$ cat src/core/wsc_cfg.svh
// constants for the wake-up and sleep io control block
`ifndef WSC_CFG_SVH
`define WSC_CFG_SVH
`define WSC_NPINS           5
`define WSC_OFS_LEVEL       12'h000
`define WSC_OFS_WAKE_EN     12'h004
`define WSC_OFS_XTAL        12'h008
`define WSC_OFS_OEN         12'h00C
`define WSC_OFS_OUT         12'h010
`define WSC_OFS_DS          12'h014
`define WSC_OFS_PE          12'h018
`define WSC_OFS_CONV_CMD    12'h01C
`define WSC_RST_LEVEL       5'h00
`define WSC_RST_WAKE_EN     5'h07
`define WSC_RST_XTAL        1'h0
`define WSC_RST_OEN         5'h07
`define WSC_RST_OUT         5'h00
`define WSC_RST_DS          5'h00
`define WSC_RST_PE          5'h00
`define WSC_RST_CMD         8'h00
`define WSC_CMD_FAST        8'h15
`define WSC_CMD_SLOW        8'h14
`define WSC_SWITCH_CYCLES   4'hA
`define WSC_CORE_RST_CYCLES 4'h4
`define WSC_HTRANS_NONSEQ   2'h2
`define WSC_HSIZE_WORD      3'h2
`endif

$ cat src/core/wsc_pkg.sv
// types shared by the wake-up and sleep io control block
package wsc_pkg;
    typedef enum logic [1:0] {WSC_RATE_SLOW, WSC_RATE_SWITCH, WSC_RATE_FAST} wsc_rate_e;
    // per-pin low-power pad controls
    typedef struct packed {
        logic [4:0] drive_enable;
        logic [4:0] value;
        logic [4:0] strength;
        logic [4:0] pull;
    } wsc_pad_s;
endpackage

$ cat src/core/wsc_top.sv
// register bank for wake-up pins, retained io and clock rate control
// Contract
// - each level bit picks the wake level of its pin, 0 low and 1 high, bits 0..4 for pins 0..4.
// - each enable bit allows or blocks its pin as wake source, reset leaves pins 0..2 on.
// - bit 0 of the crystal register says 16 MHz (0) or 32 MHz (1), reset 16 MHz.
// - each low-power drive-enable bit makes its retained pin an output, reset pins 0..2.
// - a written value bit is driven only when enabled, and reads back as written.
// - each strength bit picks low (0) or high (1) drive, reset all low.
// - each pull bit enables its pull, reset all off.
// - the slow clock comes from the slow crystal or the internal ring oscillator.
// - while the fast crystal starts up the fast ring oscillator clocks the system.
// - with 32 MHz only core, dma and peripheral bus run fast, the rest runs halved.
// - writing 0x14 to the converter returns bus and core to 16 MHz.
// - a decision to leave sleep or standby resets the core logic.
`timescale 1ns/1ns
`default_nettype none
`include "wsc_cfg.svh"
module wsc_top
    import wsc_pkg::*;
#(
    parameter int NPINS = `WSC_NPINS
) (
    // clock and reset
    input  wire logic             hclk,
    input  wire logic             hresetn,
    // ahb-lite slave
    input  wire logic             hsel,
    input  wire logic [11:0]      haddr,
    input  wire logic [1:0]       htrans,
    input  wire logic             hwrite,
    input  wire logic [2:0]       hsize,
    input  wire logic [31:0]      hwdata,
    input  wire logic             hready,
    output logic [31:0]           hrdata,
    output logic                  hreadyout,
    output logic                  hresp,
    // oscillator status
    input  wire logic             fast_xtal_ready,
    input  wire logic             slow_xtal_select,
    input  wire logic             low_power,
    // clock steering
    output logic                  sys_clk_from_ring,
    output logic                  slow_clk_from_xtal,
    output logic                  core_clk_fast,
    output logic                  periph_clk_halved,
    output logic                  fast_crystal_flag,
    // wake pins and retained pads
    input  wire logic [NPINS-1:0] wake_pin,
    output logic                  wake_event,
    output logic                  core_reset,
    output wsc_pad_s              pad_ctrl,
    output logic [NPINS-1:0]      pad_out,
    output logic [NPINS-1:0]      pad_oe
);
    // elaboration guard on the pin count
    if (NPINS != `WSC_NPINS) begin : g_bad_npins
        $error("only five wake pins are supported");
    end

    // registers
    logic [NPINS-1:0] level_ff;
    logic [NPINS-1:0] wake_en_ff;
    logic [NPINS-1:0] oen_ff;
    logic [NPINS-1:0] out_ff;
    logic [NPINS-1:0] ds_ff;
    logic [NPINS-1:0] pe_ff;
    logic             xtal_ff;
    logic [7:0]       cmd_ff;
    logic [11:0]      addr_ff;
    logic             wr_ff;
    logic             rd_ff;
    wsc_rate_e        rate_ff;
    wsc_rate_e        nxt_rate;
    logic [3:0]       sw_cnt_ff;
    logic [3:0]       nxt_sw_cnt;
    logic [31:0]      nxt_hrdata;

    // address phase decode, and data phase write strobes from the registered address
    wire        valid_req = hsel & hready & (htrans == `WSC_HTRANS_NONSEQ);
    wire        wr_req    = valid_req & hwrite;
    wire        rd_req    = valid_req & ~hwrite;
    wire        wr_level  = wr_ff & (addr_ff == `WSC_OFS_LEVEL);
    wire        wr_wake   = wr_ff & (addr_ff == `WSC_OFS_WAKE_EN);
    wire        wr_xtal   = wr_ff & (addr_ff == `WSC_OFS_XTAL);
    wire        wr_oen    = wr_ff & (addr_ff == `WSC_OFS_OEN);
    wire        wr_out    = wr_ff & (addr_ff == `WSC_OFS_OUT);
    wire        wr_ds     = wr_ff & (addr_ff == `WSC_OFS_DS);
    wire        wr_pe     = wr_ff & (addr_ff == `WSC_OFS_PE);
    wire        wr_cmd    = wr_ff & (addr_ff == `WSC_OFS_CONV_CMD);
    wire [11:0] ra        = {haddr[11:2], 2'b00};

    // next register values, a write in its data phase takes effect
    wire [NPINS-1:0] nxt_level   = wr_level ? hwdata[NPINS-1:0] : level_ff;
    wire [NPINS-1:0] nxt_wake_en = wr_wake  ? hwdata[NPINS-1:0] : wake_en_ff;
    wire             nxt_xtal    = wr_xtal  ? hwdata[0]         : xtal_ff;
    wire [NPINS-1:0] nxt_oen     = wr_oen   ? hwdata[NPINS-1:0] : oen_ff;
    wire [NPINS-1:0] nxt_out     = wr_out   ? hwdata[NPINS-1:0] : out_ff;
    wire [NPINS-1:0] nxt_ds      = wr_ds    ? hwdata[NPINS-1:0] : ds_ff;
    wire [NPINS-1:0] nxt_pe      = wr_pe    ? hwdata[NPINS-1:0] : pe_ff;
    wire [7:0]       nxt_cmd     = wr_cmd   ? hwdata[7:0]       : cmd_ff;

    // read mux sees a pending write, reserved and unmapped bits zero
    always_comb begin
        nxt_hrdata = 32'h0000_0000;
        unique case (ra)
            `WSC_OFS_LEVEL:    nxt_hrdata[NPINS-1:0] = nxt_level;
            `WSC_OFS_WAKE_EN:  nxt_hrdata[NPINS-1:0] = nxt_wake_en;
            `WSC_OFS_XTAL:     nxt_hrdata[0]         = nxt_xtal;
            `WSC_OFS_OEN:      nxt_hrdata[NPINS-1:0] = nxt_oen;
            `WSC_OFS_OUT:      nxt_hrdata[NPINS-1:0] = nxt_out;
            `WSC_OFS_DS:       nxt_hrdata[NPINS-1:0] = nxt_ds;
            `WSC_OFS_PE:       nxt_hrdata[NPINS-1:0] = nxt_pe;
            `WSC_OFS_CONV_CMD: nxt_hrdata[7:0]       = nxt_cmd;
            default:           nxt_hrdata = 32'h0000_0000;
        endcase
    end

    // bus phase tracking
    always_ff @(posedge hclk or negedge hresetn) begin
        if (!hresetn) begin
            addr_ff <= 12'h000;
            wr_ff   <= 1'b0;
            rd_ff   <= 1'b0;
            hrdata  <= 32'h0000_0000;
        end else begin
            addr_ff <= {haddr[11:2], 2'b00};
            wr_ff   <= wr_req;
            rd_ff   <= rd_req;
            hrdata  <= rd_req ? nxt_hrdata : hrdata;
        end
    end

    // zero wait state, always okay
    assign hreadyout = 1'b1;
    assign hresp     = 1'b0;

    // register writes, only low bits kept
    always_ff @(posedge hclk or negedge hresetn) begin
        if (!hresetn) begin
            level_ff   <= `WSC_RST_LEVEL;
            wake_en_ff <= `WSC_RST_WAKE_EN;
            xtal_ff    <= `WSC_RST_XTAL;
            oen_ff     <= `WSC_RST_OEN;
            out_ff     <= `WSC_RST_OUT;
            ds_ff      <= `WSC_RST_DS;
            pe_ff      <= `WSC_RST_PE;
            cmd_ff     <= `WSC_RST_CMD;
        end else begin
            level_ff   <= nxt_level;
            wake_en_ff <= nxt_wake_en;
            xtal_ff    <= nxt_xtal;
            oen_ff     <= nxt_oen;
            out_ff     <= nxt_out;
            ds_ff      <= nxt_ds;
            pe_ff      <= nxt_pe;
            cmd_ff     <= nxt_cmd;
        end
    end

    // converter command decode
    wire cmd_fast = wr_cmd & (hwdata[7:0] == `WSC_CMD_FAST);
    wire cmd_slow = wr_cmd & (hwdata[7:0] == `WSC_CMD_SLOW);

    // rate switch sequencer
    always_comb begin
        nxt_rate   = rate_ff;
        nxt_sw_cnt = sw_cnt_ff;
        unique case (rate_ff)
            WSC_RATE_SLOW: begin
                if (cmd_fast && xtal_ff) begin
                    nxt_rate   = WSC_RATE_SWITCH;
                    nxt_sw_cnt = `WSC_SWITCH_CYCLES - 4'h1;
                end
            end
            WSC_RATE_SWITCH: begin
                if (cmd_slow || !nxt_xtal) begin
                    nxt_rate = WSC_RATE_SLOW;
                end else if (sw_cnt_ff == 4'h1) begin
                    nxt_rate = WSC_RATE_FAST;
                end else begin
                    nxt_sw_cnt = sw_cnt_ff - 4'h1;
                end
            end
            WSC_RATE_FAST: begin
                if (cmd_slow || !nxt_xtal) nxt_rate = WSC_RATE_SLOW;
            end
            default: nxt_rate = WSC_RATE_SLOW;
        endcase
    end

    always_ff @(posedge hclk or negedge hresetn) begin
        if (!hresetn) begin
            rate_ff   <= WSC_RATE_SLOW;
            sw_cnt_ff <= 4'h0;
        end else begin
            rate_ff   <= nxt_rate;
            sw_cnt_ff <= nxt_sw_cnt;
        end
    end

    // clock steering outputs
    assign fast_crystal_flag  = xtal_ff;
    assign core_clk_fast      = (rate_ff == WSC_RATE_FAST);
    assign periph_clk_halved  = xtal_ff;
    assign sys_clk_from_ring  = ~fast_xtal_ready;
    assign slow_clk_from_xtal = slow_xtal_select;

    // retained pad controls
    assign pad_ctrl = '{drive_enable: oen_ff, value: out_ff, strength: ds_ff, pull: pe_ff};
    assign pad_oe   = oen_ff;
    assign pad_out  = out_ff & oen_ff;

    // wake detection
    wsc_wake_detect #(.NPINS(NPINS)) u_wake (
        .hclk       (hclk),
        .hresetn    (hresetn),
        .level_sel  (level_ff),
        .wake_en    (wake_en_ff),
        .low_power  (low_power),
        .wake_pin   (wake_pin),
        .wake_event (wake_event),
        .core_reset (core_reset)
    );

    // rate sequencer and halved branch checks
    a_fast_after_ten: assert property (@(posedge hclk) disable iff (!hresetn)
        (cmd_fast && xtal_ff && rate_ff == WSC_RATE_SLOW) ##1 (!cmd_slow && nxt_xtal) [*8]
        ##1 (!cmd_slow && nxt_xtal) |=> core_clk_fast)
        else $error("fast rate not reached after ten cycles");
    a_rate_holds: assert property (@(posedge hclk) disable iff (!hresetn)
        (core_clk_fast && !cmd_slow && nxt_xtal) |=> core_clk_fast)
        else $error("fast rate dropped on its own");
    a_slow_cmd_drops: assert property (@(posedge hclk) disable iff (!hresetn)
        cmd_slow |=> !core_clk_fast)
        else $error("slow command ignored");
    a_fast_needs_xtal: assert property (@(posedge hclk) disable iff (!hresetn)
        core_clk_fast |-> fast_crystal_flag)
        else $error("fast rate without 32 MHz");
    a_switch_abort: assert property (@(posedge hclk) disable iff (!hresetn)
        (rate_ff != WSC_RATE_SLOW && !nxt_xtal) |=> !core_clk_fast)
        else $error("rate kept after 16 MHz selected");
    a_halved_branches: assert property (@(posedge hclk) disable iff (!hresetn)
        periph_clk_halved == fast_crystal_flag)
        else $error("halved branches do not follow the crystal flag");

    // register write and readback checks
    a_level_write: assert property (@(posedge hclk) disable iff (!hresetn)
        wr_level |=> level_ff == $past(hwdata[NPINS-1:0]))
        else $error("level write lost");
    a_wake_en_write: assert property (@(posedge hclk) disable iff (!hresetn)
        wr_wake |=> wake_en_ff == $past(hwdata[NPINS-1:0]))
        else $error("wake enable write lost");
    a_xtal_write: assert property (@(posedge hclk) disable iff (!hresetn)
        wr_xtal |=> fast_crystal_flag == $past(hwdata[0]))
        else $error("crystal write lost");
    a_oen_write: assert property (@(posedge hclk) disable iff (!hresetn)
        wr_oen |=> pad_oe == $past(hwdata[NPINS-1:0]))
        else $error("drive enable write lost");
    a_out_write: assert property (@(posedge hclk) disable iff (!hresetn)
        wr_out |=> pad_ctrl.value == $past(hwdata[NPINS-1:0]))
        else $error("value write lost");
    a_ds_write: assert property (@(posedge hclk) disable iff (!hresetn)
        wr_ds |=> pad_ctrl.strength == $past(hwdata[NPINS-1:0]))
        else $error("strength write lost");
    a_pe_write: assert property (@(posedge hclk) disable iff (!hresetn)
        wr_pe |=> pad_ctrl.pull == $past(hwdata[NPINS-1:0]))
        else $error("pull write lost");
    a_out_readback: assert property (@(posedge hclk) disable iff (!hresetn)
        (rd_req && ra == `WSC_OFS_OUT) |=> hrdata[NPINS-1:0] == out_ff)
        else $error("value readback wrong");
    a_reserved_zero: assert property (@(posedge hclk) disable iff (!hresetn)
        rd_ff |-> hrdata[31:8] == 24'h000000)
        else $error("reserved bits not zero");

    // pad, wake and clock source checks
    a_pad_gated: assert property (@(posedge hclk) disable iff (!hresetn)
        (pad_out & ~pad_oe) == {NPINS{1'b0}})
        else $error("pad driven while disabled");
    a_wake_match: assert property (@(posedge hclk) disable iff (!hresetn)
        (low_power && wake_en_ff[0] && wake_pin[0] == level_ff[0]) |-> wake_event)
        else $error("enabled wake level missed");
    a_wake_blocked: assert property (@(posedge hclk) disable iff (!hresetn)
        !(|wake_en_ff) |-> !wake_event)
        else $error("wake from a blocked pin");
    a_wake_needs_sleep: assert property (@(posedge hclk) disable iff (!hresetn)
        !low_power |-> !wake_event)
        else $error("wake outside low power");
    a_ring_at_start: assert property (@(posedge hclk) disable iff (!hresetn)
        !fast_xtal_ready |-> sys_clk_from_ring)
        else $error("ring not used at start");
    a_slow_source: assert property (@(posedge hclk) disable iff (!hresetn)
        slow_clk_from_xtal == slow_xtal_select)
        else $error("slow clock source wrong");

    c_fast_switch: cover property (@(posedge hclk) disable iff (!hresetn) core_clk_fast);
    c_back_slow:   cover property (@(posedge hclk) disable iff (!hresetn)
        core_clk_fast ##1 !core_clk_fast);
    c_wake:        cover property (@(posedge hclk) disable iff (!hresetn) wake_event);
    c_pad_drive:   cover property (@(posedge hclk) disable iff (!hresetn) |pad_out);
    c_reset_end:   cover property (@(posedge hclk) disable iff (!hresetn)
        core_reset ##1 !core_reset);
endmodule
`default_nettype wire

$ cat src/core/wsc_wake_detect.sv
// wake decision and core reset pulse generator
`timescale 1ns/1ns
`default_nettype none
`include "wsc_cfg.svh"
module wsc_wake_detect
    import wsc_pkg::*;
#(
    parameter int NPINS = `WSC_NPINS
) (
    // clock and reset
    input  wire logic             hclk,
    input  wire logic             hresetn,
    // configuration
    input  wire logic [NPINS-1:0] level_sel,
    input  wire logic [NPINS-1:0] wake_en,
    input  wire logic             low_power,
    // pins and results
    input  wire logic [NPINS-1:0] wake_pin,
    output logic                  wake_event,
    output logic                  core_reset
);
    logic [NPINS-1:0] pin_hit;
    logic             any_hit;
    logic [3:0]       rst_cnt_ff;
    logic [3:0]       nxt_rst_cnt;

    // per-pin level match gated by enable
    for (genvar i = 0; i < NPINS; i++) begin : g_pin
        assign pin_hit[i] = wake_en[i] & (wake_pin[i] == level_sel[i]);
    end
    assign any_hit    = |pin_hit;
    assign wake_event = low_power & any_hit;
    assign nxt_rst_cnt = wake_event ? `WSC_CORE_RST_CYCLES :
                         (rst_cnt_ff != 4'h0) ? rst_cnt_ff - 4'h1 : 4'h0;
    assign core_reset  = (rst_cnt_ff != 4'h0);

    // core reset stretch counter
    always_ff @(posedge hclk or negedge hresetn) begin
        if (!hresetn) begin
            rst_cnt_ff <= 4'h0;
        end else begin
            rst_cnt_ff <= nxt_rst_cnt;
        end
    end

    a_wake_resets_core: assert property (@(posedge hclk) disable iff (!hresetn)
        wake_event |=> core_reset [*4]) else $error("core reset not stretched");
endmodule
`default_nettype wire
$ cat config.mk
export PLATFORM = sky130hd
export DESIGN_NAME = wsc_top
export DESIGN_NICKNAME = d
export VERILOG_FILES = /design/src/core/wsc_pkg.sv /design/src/core/wsc_top.sv /design/src/core/wsc_wake_detect.sv
export VERILOG_INCLUDE_DIRS = /design/src /design/src/core
export SDC_FILE = /design/constraint.sdc
export NUM_CORES = 1
export LEC_CHECK = 0
export BUFFER_PORTS_ARGS = -buffer_cell sky130_fd_sc_hd__buf_2
export CORE_MARGIN = 4
export CORE_UTILIZATION = 45
export DETAILED_ROUTE_END_ITERATION = 7
export PLACE_DENSITY = 0.73
export SETUP_SLACK_MARGIN = 0.02
export SYNTH_ARGS = -nofsm -noshare
export SYNTH_HDL_FRONTEND = slang
export SYNTH_SLANG_ARGS = --single-unit
$ cat constraint.sdc
create_clock -name hclk -period 3.25 [get_ports hclk]
set_input_delay 0.1625 -clock hclk [delete_from_list [all_inputs] [get_ports hclk]]
set_output_delay 0.1625 -clock hclk [all_outputs]
set_load 0.1 [all_outputs]
; ---- Word-level counts from Yosys, hierarchy flattened
; Cells that the tools add are included.
[op_classes]
eq_ne = 30
add_sub_neg = 2
n_bitwise = 23
reduce_logical = 11
n_mux = 22
[ops]
columns = operator, count
row1 = $eq 10x3->1 const B, 8
row2 = $eq 10x2->1 const B, 4
row3 = $mux 5, 6
row4 = $pmux 4 s7, 1
row5 = $logic_not 12->1, 2
row6 = $and 1x1->1, 20
row7 = $eq 10x1->1 const B, 2
row8 = $mux 4, 5
row9 = $eq 8x5->1 const B, 2
row10 = $mux 2, 4
row11 = $mux 8, 1
row12 = $pmux 1 s8, 1
row13 = $pmux 4 s2, 1
row14 = $sub 4x1->4 const B, 2
row15 = $ne 2x2->1 const B, 3
row16 = $pmux 2 s3, 1
row17 = $and 5x5->5, 1
row18 = $eq 1x1->1, 5
row19 = $reduce_or 5->1, 1
row20 = $eq 2x2->1 const B, 2
row21 = $eq 4x1->1 const B, 1
row22 = $reduce_and 4->1, 1
row23 = $reduce_bool 4->1, 1
row24 = $mux 3, 1
row25 = other kinds (11), 12
[word_totals]
word_cells = 102
regBits = 68

; ---- Logic depth before layout (Yosys ltp)
; Gate-level depths: netlist (run 1).
[logic_depth]
word_depth = 7
ltp_mapped = 7

; ---- Hierarchy
; From an unflattened synthesis (run 1), not the netlist that was laid out.
[unflattened]
cells_unflattened = 343
hier_area_um2 = 3616.0
[by_module_without_submodules]
columns = module, area_each_um2, instances, cells_per_inst
row1 = wsc_top, 3365.7, 1, 317
row2 = wsc_wake_detect, 250.2, 1, 26

; ---- Least setup slack after synthesis (run 1)
; No wires, ideal clock.
[synth_timing]
kind = flip-flop to flip-flop
startpoint = register level_ff[3]
endpoint = register u_wake.rst_cnt_ff[3]
required_time_ns = 3.004
t_arrival_ns = 3.087
path_slack_ns = -0.083
stages_incl_launch_ff = 5
setup_ns = 0.246
cell_sequence = dfrtp_1 > xnor2_1 > a222oi_1 > a21boi_0 > nor2_1
[synth_between]
elab_chain_len = 5
[synth_lines]
columns = item, line
row1 = from (decl), wsc_top.sv:61  ; logic [NPINS-1:0] level_ff;
row2 = from (signal assigned), wsc_top.sv:140  ; level_ff <= `WSC_RST_LEVEL;
row3 = from (signal assigned), wsc_top.sv:149  ; level_ff <= nxt_level;
row4 = $eq 1x1->1, wsc_wake_detect.sv:29  ; assign pin_hit[i] = wake_en[i] & (wake_pin[i] == level_sel[i]);
row5 = $and 1x1->1, wsc_wake_detect.sv:29
row6 = $reduce_or 5->1, wsc_wake_detect.sv:31  ; assign any_hit = |pin_hit;
row7 = $and 1x1->1, wsc_wake_detect.sv:32  ; assign wake_event = low_power & any_hit;
row8 = net wake_event, wsc_top.sv:49  ; output logic wake_event,
row9 = $mux 4, wsc_wake_detect.sv:33  ; assign nxt_rst_cnt = wake_event ? `WSC_CORE_RST_CYCLES :
row10 = net u_wake.nxt_rst_cnt[3], wsc_wake_detect.sv:25  ; logic [3:0] nxt_rst_cnt;
row11 = to (signal assigned), wsc_wake_detect.sv:42  ; rst_cnt_ff <= nxt_rst_cnt;
row12 = to (decl), wsc_wake_detect.sv:24  ; logic [3:0] rst_cnt_ff;
; The timed path passes the listed nets, and every way through them passes these cells.
; A chain may end at the register's enable or synchronous reset.

; ---- Worst setup path after layout (run 1)
[layout_timing]
startpoint = register addr_ff[2]
endpoint = register hrdata[1]
[layout_between]
elab_chain_len = 4
[layout_lines]
columns = item, line
row1 = from (decl), wsc_top.sv:69  ; logic [11:0] addr_ff;
row2 = from (signal assigned), wsc_top.sv:126  ; addr_ff <= {haddr[11:2], 2'b00};
row3 = $eq 10x3->1 (no line), -
row4 = $and 1x1->1, wsc_top.sv:86  ; wire wr_out = wr_ff & (addr_ff == `WSC_OFS_OUT);
row5 = $mux 5, wsc_top.sv:97  ; wire [NPINS-1:0] nxt_out = wr_out ? hwdata[NPINS-1:0] : out_ff;
row6 = net nxt_out[1], wsc_top.sv:97
row7 = $pmux 4 s7, wsc_top.sv:105  ; unique case (ra)
row8 = to (signal assigned), wsc_top.sv:129  ; hrdata <= rd_req ? nxt_hrdata : hrdata;
row9 = to (decl), wsc_top.sv:34  ; output logic [31:0] hrdata,
; The timed path passes the listed nets, and every way through them passes these cells.

==> results of run 1 <==
## synthesized netlist by cell type (all sizes together), types with 4 or more instances
| master | n |
|---|---|
| o21ai | 4 |
| inv | 10 |
| nand4 | 31 |
| nor2 | 12 |
| nor4 | 9 |
| nand3 | 8 |
| nor4b | 4 |
| and2 | 7 |
| a22o | 4 |
| nor2b | 6 |
| mux2 | 40 |
| nand2 | 11 |
| dfstp | 6 |
| dfrtp | 62 |
| a22oi | 6 |
| clkbuf | 11 |
| mux2i | 12 |
| xnor2 | 5 |
| buf | 37 |
| and3 | 6 |
## power by group
part           leakage (nW)  internal (W)  switching, W
registers             0.857      0.000891     0.0000323
clock network         0.122      0.000530      0.000335
logic                  1.14     0.0000946      0.000380
## how the worst max path moves through the flow
stage | to | startpoint | slack [ns]
finish | hrdata[1] | addr_ff[2] | 0.65
detailed placement | hrdata[2] | addr_ff[9] | 0.68
global route | hrdata[2] | addr_ff[9] | 0.54
CTS | hrdata[2] | addr_ff[9] | 0.63
floorplan | u_wake.rst_cnt_ff[0] | level_ff[3] | 0.74
global placement | hrdata[2] | addr_ff[9] | 0.72
## metrics by stage
step	hold slack [ns]	cells	utilization, %	instance area [um^2]	power, W
floorplan	-0.133	357	-	3830	0.00135
global placement	0.297	494	52.0	4100	0.00139
detailed placement	0.298	494	52.0	4100	0.00141
CTS	0.0421	520	56.4	4450	0.00228
global route	0.0533	520	56.4	4450	0.00236
finish	0.0338	520	56.4	4450	0.00226
## cell usage in the layout (no fill, tap or decap), types with 3 or more instances in the layout
| cell type | Yosys | layout |
|---|---|---|
| dfrtp_1 | 62 | 62 |
| buf_4 | 33 | 8 |
| dfstp_2 | 6 | 6 |
| mux2i_1 | 12 | 12 |
| nand4_1 | 30 | 30 |
| and2_1 | 7 | 7 |
| and3_1 | 6 | 6 |
| nor2b_1 | 6 | 6 |
| a22oi_1 | 6 | 6 |
| nor3_1 | 3 | 3 |
| buf_2 | 1 | 75 |
| xnor2_1 | 5 | 5 |
| bufinv_16 | 0 | 3 |
| nor4_4 | 4 | 4 |
| nor2_1 | 12 | 12 |
| nand2_1 | 11 | 11 |
| inv_1 | 10 | 10 |
| a222oi_1 | 3 | 3 |
| dlygate4sd3_1 | 0 | 10 |
| nor4_2 | 2 | 4 |
| a21oi_1 | 3 | 3 |
| clkbuf_8 | 0 | 10 |
| o21ai_0 | 3 | 3 |
| ha_1 | 3 | 3 |
| mux2_2 | 39 | 39 |
| nand3_1 | 8 | 8 |
| conb_1 | 2 | 26 |
| a22o_1 | 4 | 4 |
## repair_timing
action	4_1_cts	5_1_grt
hold buffers	10	0
hold endpoints to repair	10	0
endpoints found under the setup margin	0	0
## sequential cells by signal, summed over array words and instances (netlist names), 5 cells and up
signal,cells
addr_ff,10
cmd_ff,8
ds_ff,5
hrdata,8
level_ff,5
out_ff,5
pad_oe,5
pe_ff,5
wake_en_ff,5
## cell type report
type | count | share of cell area (%)
clock buffers | 10 | 3.10
clock inverters | 6 | 2.50
inverters | 10 | 0.844
multi-input cells | 231 | 40.2
flip-flops and latches | 68 | 38.4
well taps | 102 | 2.87
repair buffers | 93 | 12.0
## metal layers
layer | global-route usage, % | vias to the layer above | part of all wire (%)
met5 | 0 | - | 0
met4 | 5.25 | 0 | 1.4
met3 | 4.77 | 11 | 7.4
met2 | 29.6 | 112 | 49
met1 | 24.4 | 1376 | 42
li1 | - | 1335 | -
## cell families after synthesis
kind of cell | after synthesis
buffers and inverters | 58
XOR/XNOR | 5
AO/OA/AOI/OAI | 35
adder cells (fa/ha/maj) | 3
multiplexers | 52
flip-flops | 68
other | 2
AND/OR/NAND/NOR | 110
## critical path: cells and delay by family, from the launching register on
| kind | cells | cell delay [ns] |
|---|---|---|
| simple gates | 3 | 1.19 |
| flops | 1 | 0.42 |
| compound gates | 2 | 0.48 |
| mux | 1 | 0.41 |
==> flow_summary.ini, run 1 <==
[yosys]
synthAdderAreaFrac_pct = 1.00
synth_top_cell_by_area = dfrtp_1
synthSimpleGateAreaFrac_pct = 20.1
yosysSeqAreaShare_pct = 45.7
yosys-top-cells-area = dfrtp_1 41%, mux2_2 12%, buf_4 6.6%
synth_top_family_by_area = simple AND/OR/NAND/NOR gates
synth_seq_cells = 68
synth_flop_cell = dfrtp_1
synth_xor_area_share_pct = 1.17
synth-edff-count = 0
syn_area_um2 = 3740
synth_warnings = 0
synth.area.mux_share_pct = 15.4
synth.avg_cell_area_um2 = 11.2
async_reset_ff_share_pct = 100
synth_top_cell_area_share_pct = 41.5
netlist-cell-type-count = 53
syn_inst = 333
synth_compound_area_share_pct = 7.10

[critical_path]
cp.required_ns = 3.49
start_kind = register
reg2reg_setup_slack_ns = 0.65
cp_slowest_cell = or4b_4
reg2reg_to = hrdata[1]
cp.arrival_ns = 2.84
setup.worst_path.end_class = register
crit_fanout = 4
slowest_delay_ns = 0.57
crit_path_cell_trace = or4b_4, nor4_4, mux2_2, a222oi_1, nand3_1, a22o_1
r2r_cells = 6
crit_type = register to register
worstReg2RegStart = addr_ff[2]

[drt]
drt-initial-drc-count = 192
drt-total-wl_mm = 8.93
drtAntennaViolNets = 0
vias_per_cell = 5.45
first_pass_iters = 5
vias = 2834
drc = 0
wl_per_cell_um = 17.2

[clock_network]
cts-root-buf = clkbuf_8
cts_buffers = 9
cts_setup_buffers = 0
ctsHtreeMaxLevel = 3
cts_tree = built
clock_latency_ns = 0.35
clockBufferDepth = 2
clkSlewWorstSetupHoldPaths_ns = 0.08
post_cts_resized = 0
cts_sinks = 68

[placement]
gp_congestion = 0.860
port-buffer-count = 75
dp.final_hpwl_mm = 6.58
pre_cts_ws_ns = 0.682

[sta]
slew_headroom_pct = 24.8
drv_slew = 0
skew_ns = 0.00739
setup_viol = 0
worstMarginPinSlew_ns = 1.13
timing.setup.tns_ns = 0
setup_slack_ns = 0.649
fin_crit_sh_pct = 80.0
rsz0062_at_grt = false
fin_crit_ns = 2.60
fmax_mhz = 384
timing_hold_violations_final = 0

[floorplanning]
core_um2 = 7890
dieArea_um2 = 9830
initial_core_util_pct = 47.4
fp.dieW_um = 99.2
dieHeight_um = 99.2
io_pins = 133
rows = 32

[power]
power_leakage_nw = 2.11
irDropWorstVdd_v = 0.000216
power_density_nw_per_um2 = 509

[global_route]
grt_max_degree = 52
grt_first_pass_wirelength_mm = 14.1
grtUsageTotal_pct = 18.3
grt_pass1_vias = 2790
antenna_found_initial = 0
grt_overflow_total = 0

[layout]
layout-drive-gt1-share_pct = 39.0
area_growth_pct = 18.9
register_area_um2 = 1710
multiInputGateArea_um2 = 1790
num-fill-cells = 690
nNetsFinal = 478
diodes = 0

[worst_hold_path]
hp-class = primary input to async pin

[status]
status = finished clean

[job]
drv_cap = 0
No activity file was read; power rests on OpenSTA's default activity.
==> run 2, diff against run 1 <==
Settings changed: ABC_AREA from default to 1, PLACE_DENSITY 0.73 to 0.72.
Clock period 3.25 ns to 2.56 ns, I/O delays scaled along.
==> flow_summary.ini, run 2 <==
[status]
status = finished clean

[floorplanning]
dieArea_um2 = 10500
io_pins = 133
core_um2 = 8720
dieHeight_um = 103
initial_core_util_pct = 46.2
rows = 34
fp.dieW_um = 103

[yosys]
synth_warnings = 0
synth-edff-count = 0
syn_inst = 525
synth_flop_cell = dfrtp_1
synth.avg_cell_area_um2 = 7.68
synth_seq_cells = 68
netlist-cell-type-count = 36
synth_top_cell_by_area = dfrtp_1
synth_top_cell_area_share_pct = 38.5
yosys-top-cells-area = dfrtp_1 38%, nand2_1 11%, nand3_1 9.6%
yosysMostFrequentCell = nand2_1
syn_area_um2 = 4030
yosysSeqAreaShare_pct = 42.4
yosys-top-cells-count = 114 x nand2_1, 77 x inv_1, 77 x nand3_1
async_reset_ff_share_pct = 100

[sta]
fin_crit_sh_pct = 77.0
fmax_mhz = 508
fin_crit_ns = 1.97
rsz0062_at_grt = false
timing_hold_violations_final = 0
setup_viol = 0
drv_slew = 0
skew_ns = 0.0111
setup_slack_ns = 0.590
slew_headroom_pct = 52.7
worstMarginPinSlew_ns = 0.710
timing.setup.tns_ns = 0

[layout]
largest_register_ffs = 10
layout-drive-gt1-share_pct = 20.9
final_cell_mix = 114 x nand2_1, 77 x inv_1, 77 x nand3_1
nNetsFinal = 677
top_regs = addr_ff x10, cmd_ff x8, hrdata x8
diodes = 0
final_common_cell = nand2_1
area_growth_pct = 15.7
top_register = addr_ff

[critical_path]
cp.required_ns = 2.43
crit_family = flip-flops
slowest_delay_ns = 0.51
critPathLaunch = wake_en_ff[1]
start_kind = register
path_buf_inv = 2
worstReg2RegStart = addr_ff[10]
setup.worst_path.end_class = output port
crit_type = register to output port
cp_slowest_cell = dfstp_2
cp.arrival_ns = 1.84
crit_path_cell_trace = inv_1, a21oi_1, o21ai_0, nand3_1, o21a_1, buf_2
crit_fanout = 5

[clock_network]
clock_latency_ns = 0.35
ctsHtreeMaxLevel = 3
clkSlewWorstSetupHoldPaths_ns = 0.06
cts-root-buf = clkbuf_8
cts_tree = built
clockBufferDepth = 2
cts_sinks = 68
cts_buffers = 9

[drt]
drc = 0
wl_per_cell_um = 12.9
drt-total-wl_mm = 9.32
first_pass_iters = 5
drtAntennaViolNets = 0
vias = 3443
vias_per_cell = 4.75
drt-initial-drc-count = 168

[power]
power_leakage_nw = 2.66
power_density_nw_per_um2 = 506
irDropWorstVdd_v = 0.000290

[global_route]
grt_first_pass_wirelength_mm = 15.2
grt_pass1_vias = 3292
grt_overflow_total = 0
grt_max_degree = 38
antenna_found_initial = 0
grtUsageTotal_pct = 18.6

[placement]
gp_congestion = 0.866
pre_cts_ws_ns = 0.642
dp.final_hpwl_mm = 7.17
port-buffer-count = 75

[worst_hold_path]
hp-class = primary input to register
hold_start = htrans[0]

[job]
drv_cap = 0
-- run 2: worst paths after layout --
check                                 to  slack [ns]  cells past startpoint
setup / recovery              wake_event        0.59                      6
min in group asynchronous    addr_ff[11]        0.36                      2
max in group asynchronous  wake_en_ff[0]        1.49                      3
setup reg to reg               hrdata[0]        0.64                     11
hold reg to reg                hrdata[2]        0.48                      2
hold / removal                     wr_ff        0.03                      4
-- run 2: cells by family (layout without fill, tap and decap cells) --
family          count (synthesis)  after routing  share of synthesized area, %
flops                          68             68                          42.4
xor+xnor                        2              2                         0.435
simple gates                  307            307                          38.0
compound gates                 24             24                          3.63
other cells                     2             26                         0.186
fa+ha+maj                       3              3                         0.931
buf+inv                       119            187                          14.4
-- run 2: worst register-to-register path: cells and delay by family (launching register included) --
kind                   cells  cell delay (ns)
buffers and inverters      1             0.05
flip-flops                 1             0.38
AND/OR/NAND/NOR           10             1.42
-- run 2: repair_timing --
| item | 4_1_cts | 5_1_grt |
|---|---|---|
| hold buffers | 12 | 0 |
| resized for setup | 0 | 0 |
| buffers inserted | 0 | 0 |
| hold endpoints to repair | 38 | 0 |
-- run 2: power breakdown --
part	internal (W)	switching [W]	leakage (nW)
logic	0.000104	0.000371	1.70
clock network	0.000350	0.000391	0.0774
registers	0.00112	0.0000281	0.882
total	0.00157	0.000790	2.66
-- run 2: per-stage QoR --
step           total power (W)  util, %  instances  hold WS (ns)  cell area, um^2
2_1_floorplan          0.00156        -        549        -0.168             4120
3_3_place_gp           0.00161     50.3        697         0.208             4390
3_5_place_dp           0.00163     50.3        697         0.222             4390
4_1_cts                0.00238     53.5        725        0.0238             4660
5_1_grt                0.00248     53.5        725        0.0405             4660
6_report               0.00236     53.5        725        0.0330             4660
-- run 2: layer usage --
layer	routed length, um	track usage (%)
met1	4050	24.1
met2	4530	30.9
met3	531	3.18
met4	213	7.77
met5	0	0
-- run 2: cell type report --
class                           instances  area (um^2)
Tap cell                              108          135
Multi-Input combinational cell        362         1830
Inverter                               83          317
Clock buffer                           13          139
Clock inverter                          3         17.5
Timing Repair Buffer                   88          515
Fill cell                             833         4060
Sequential cell                        68         1710
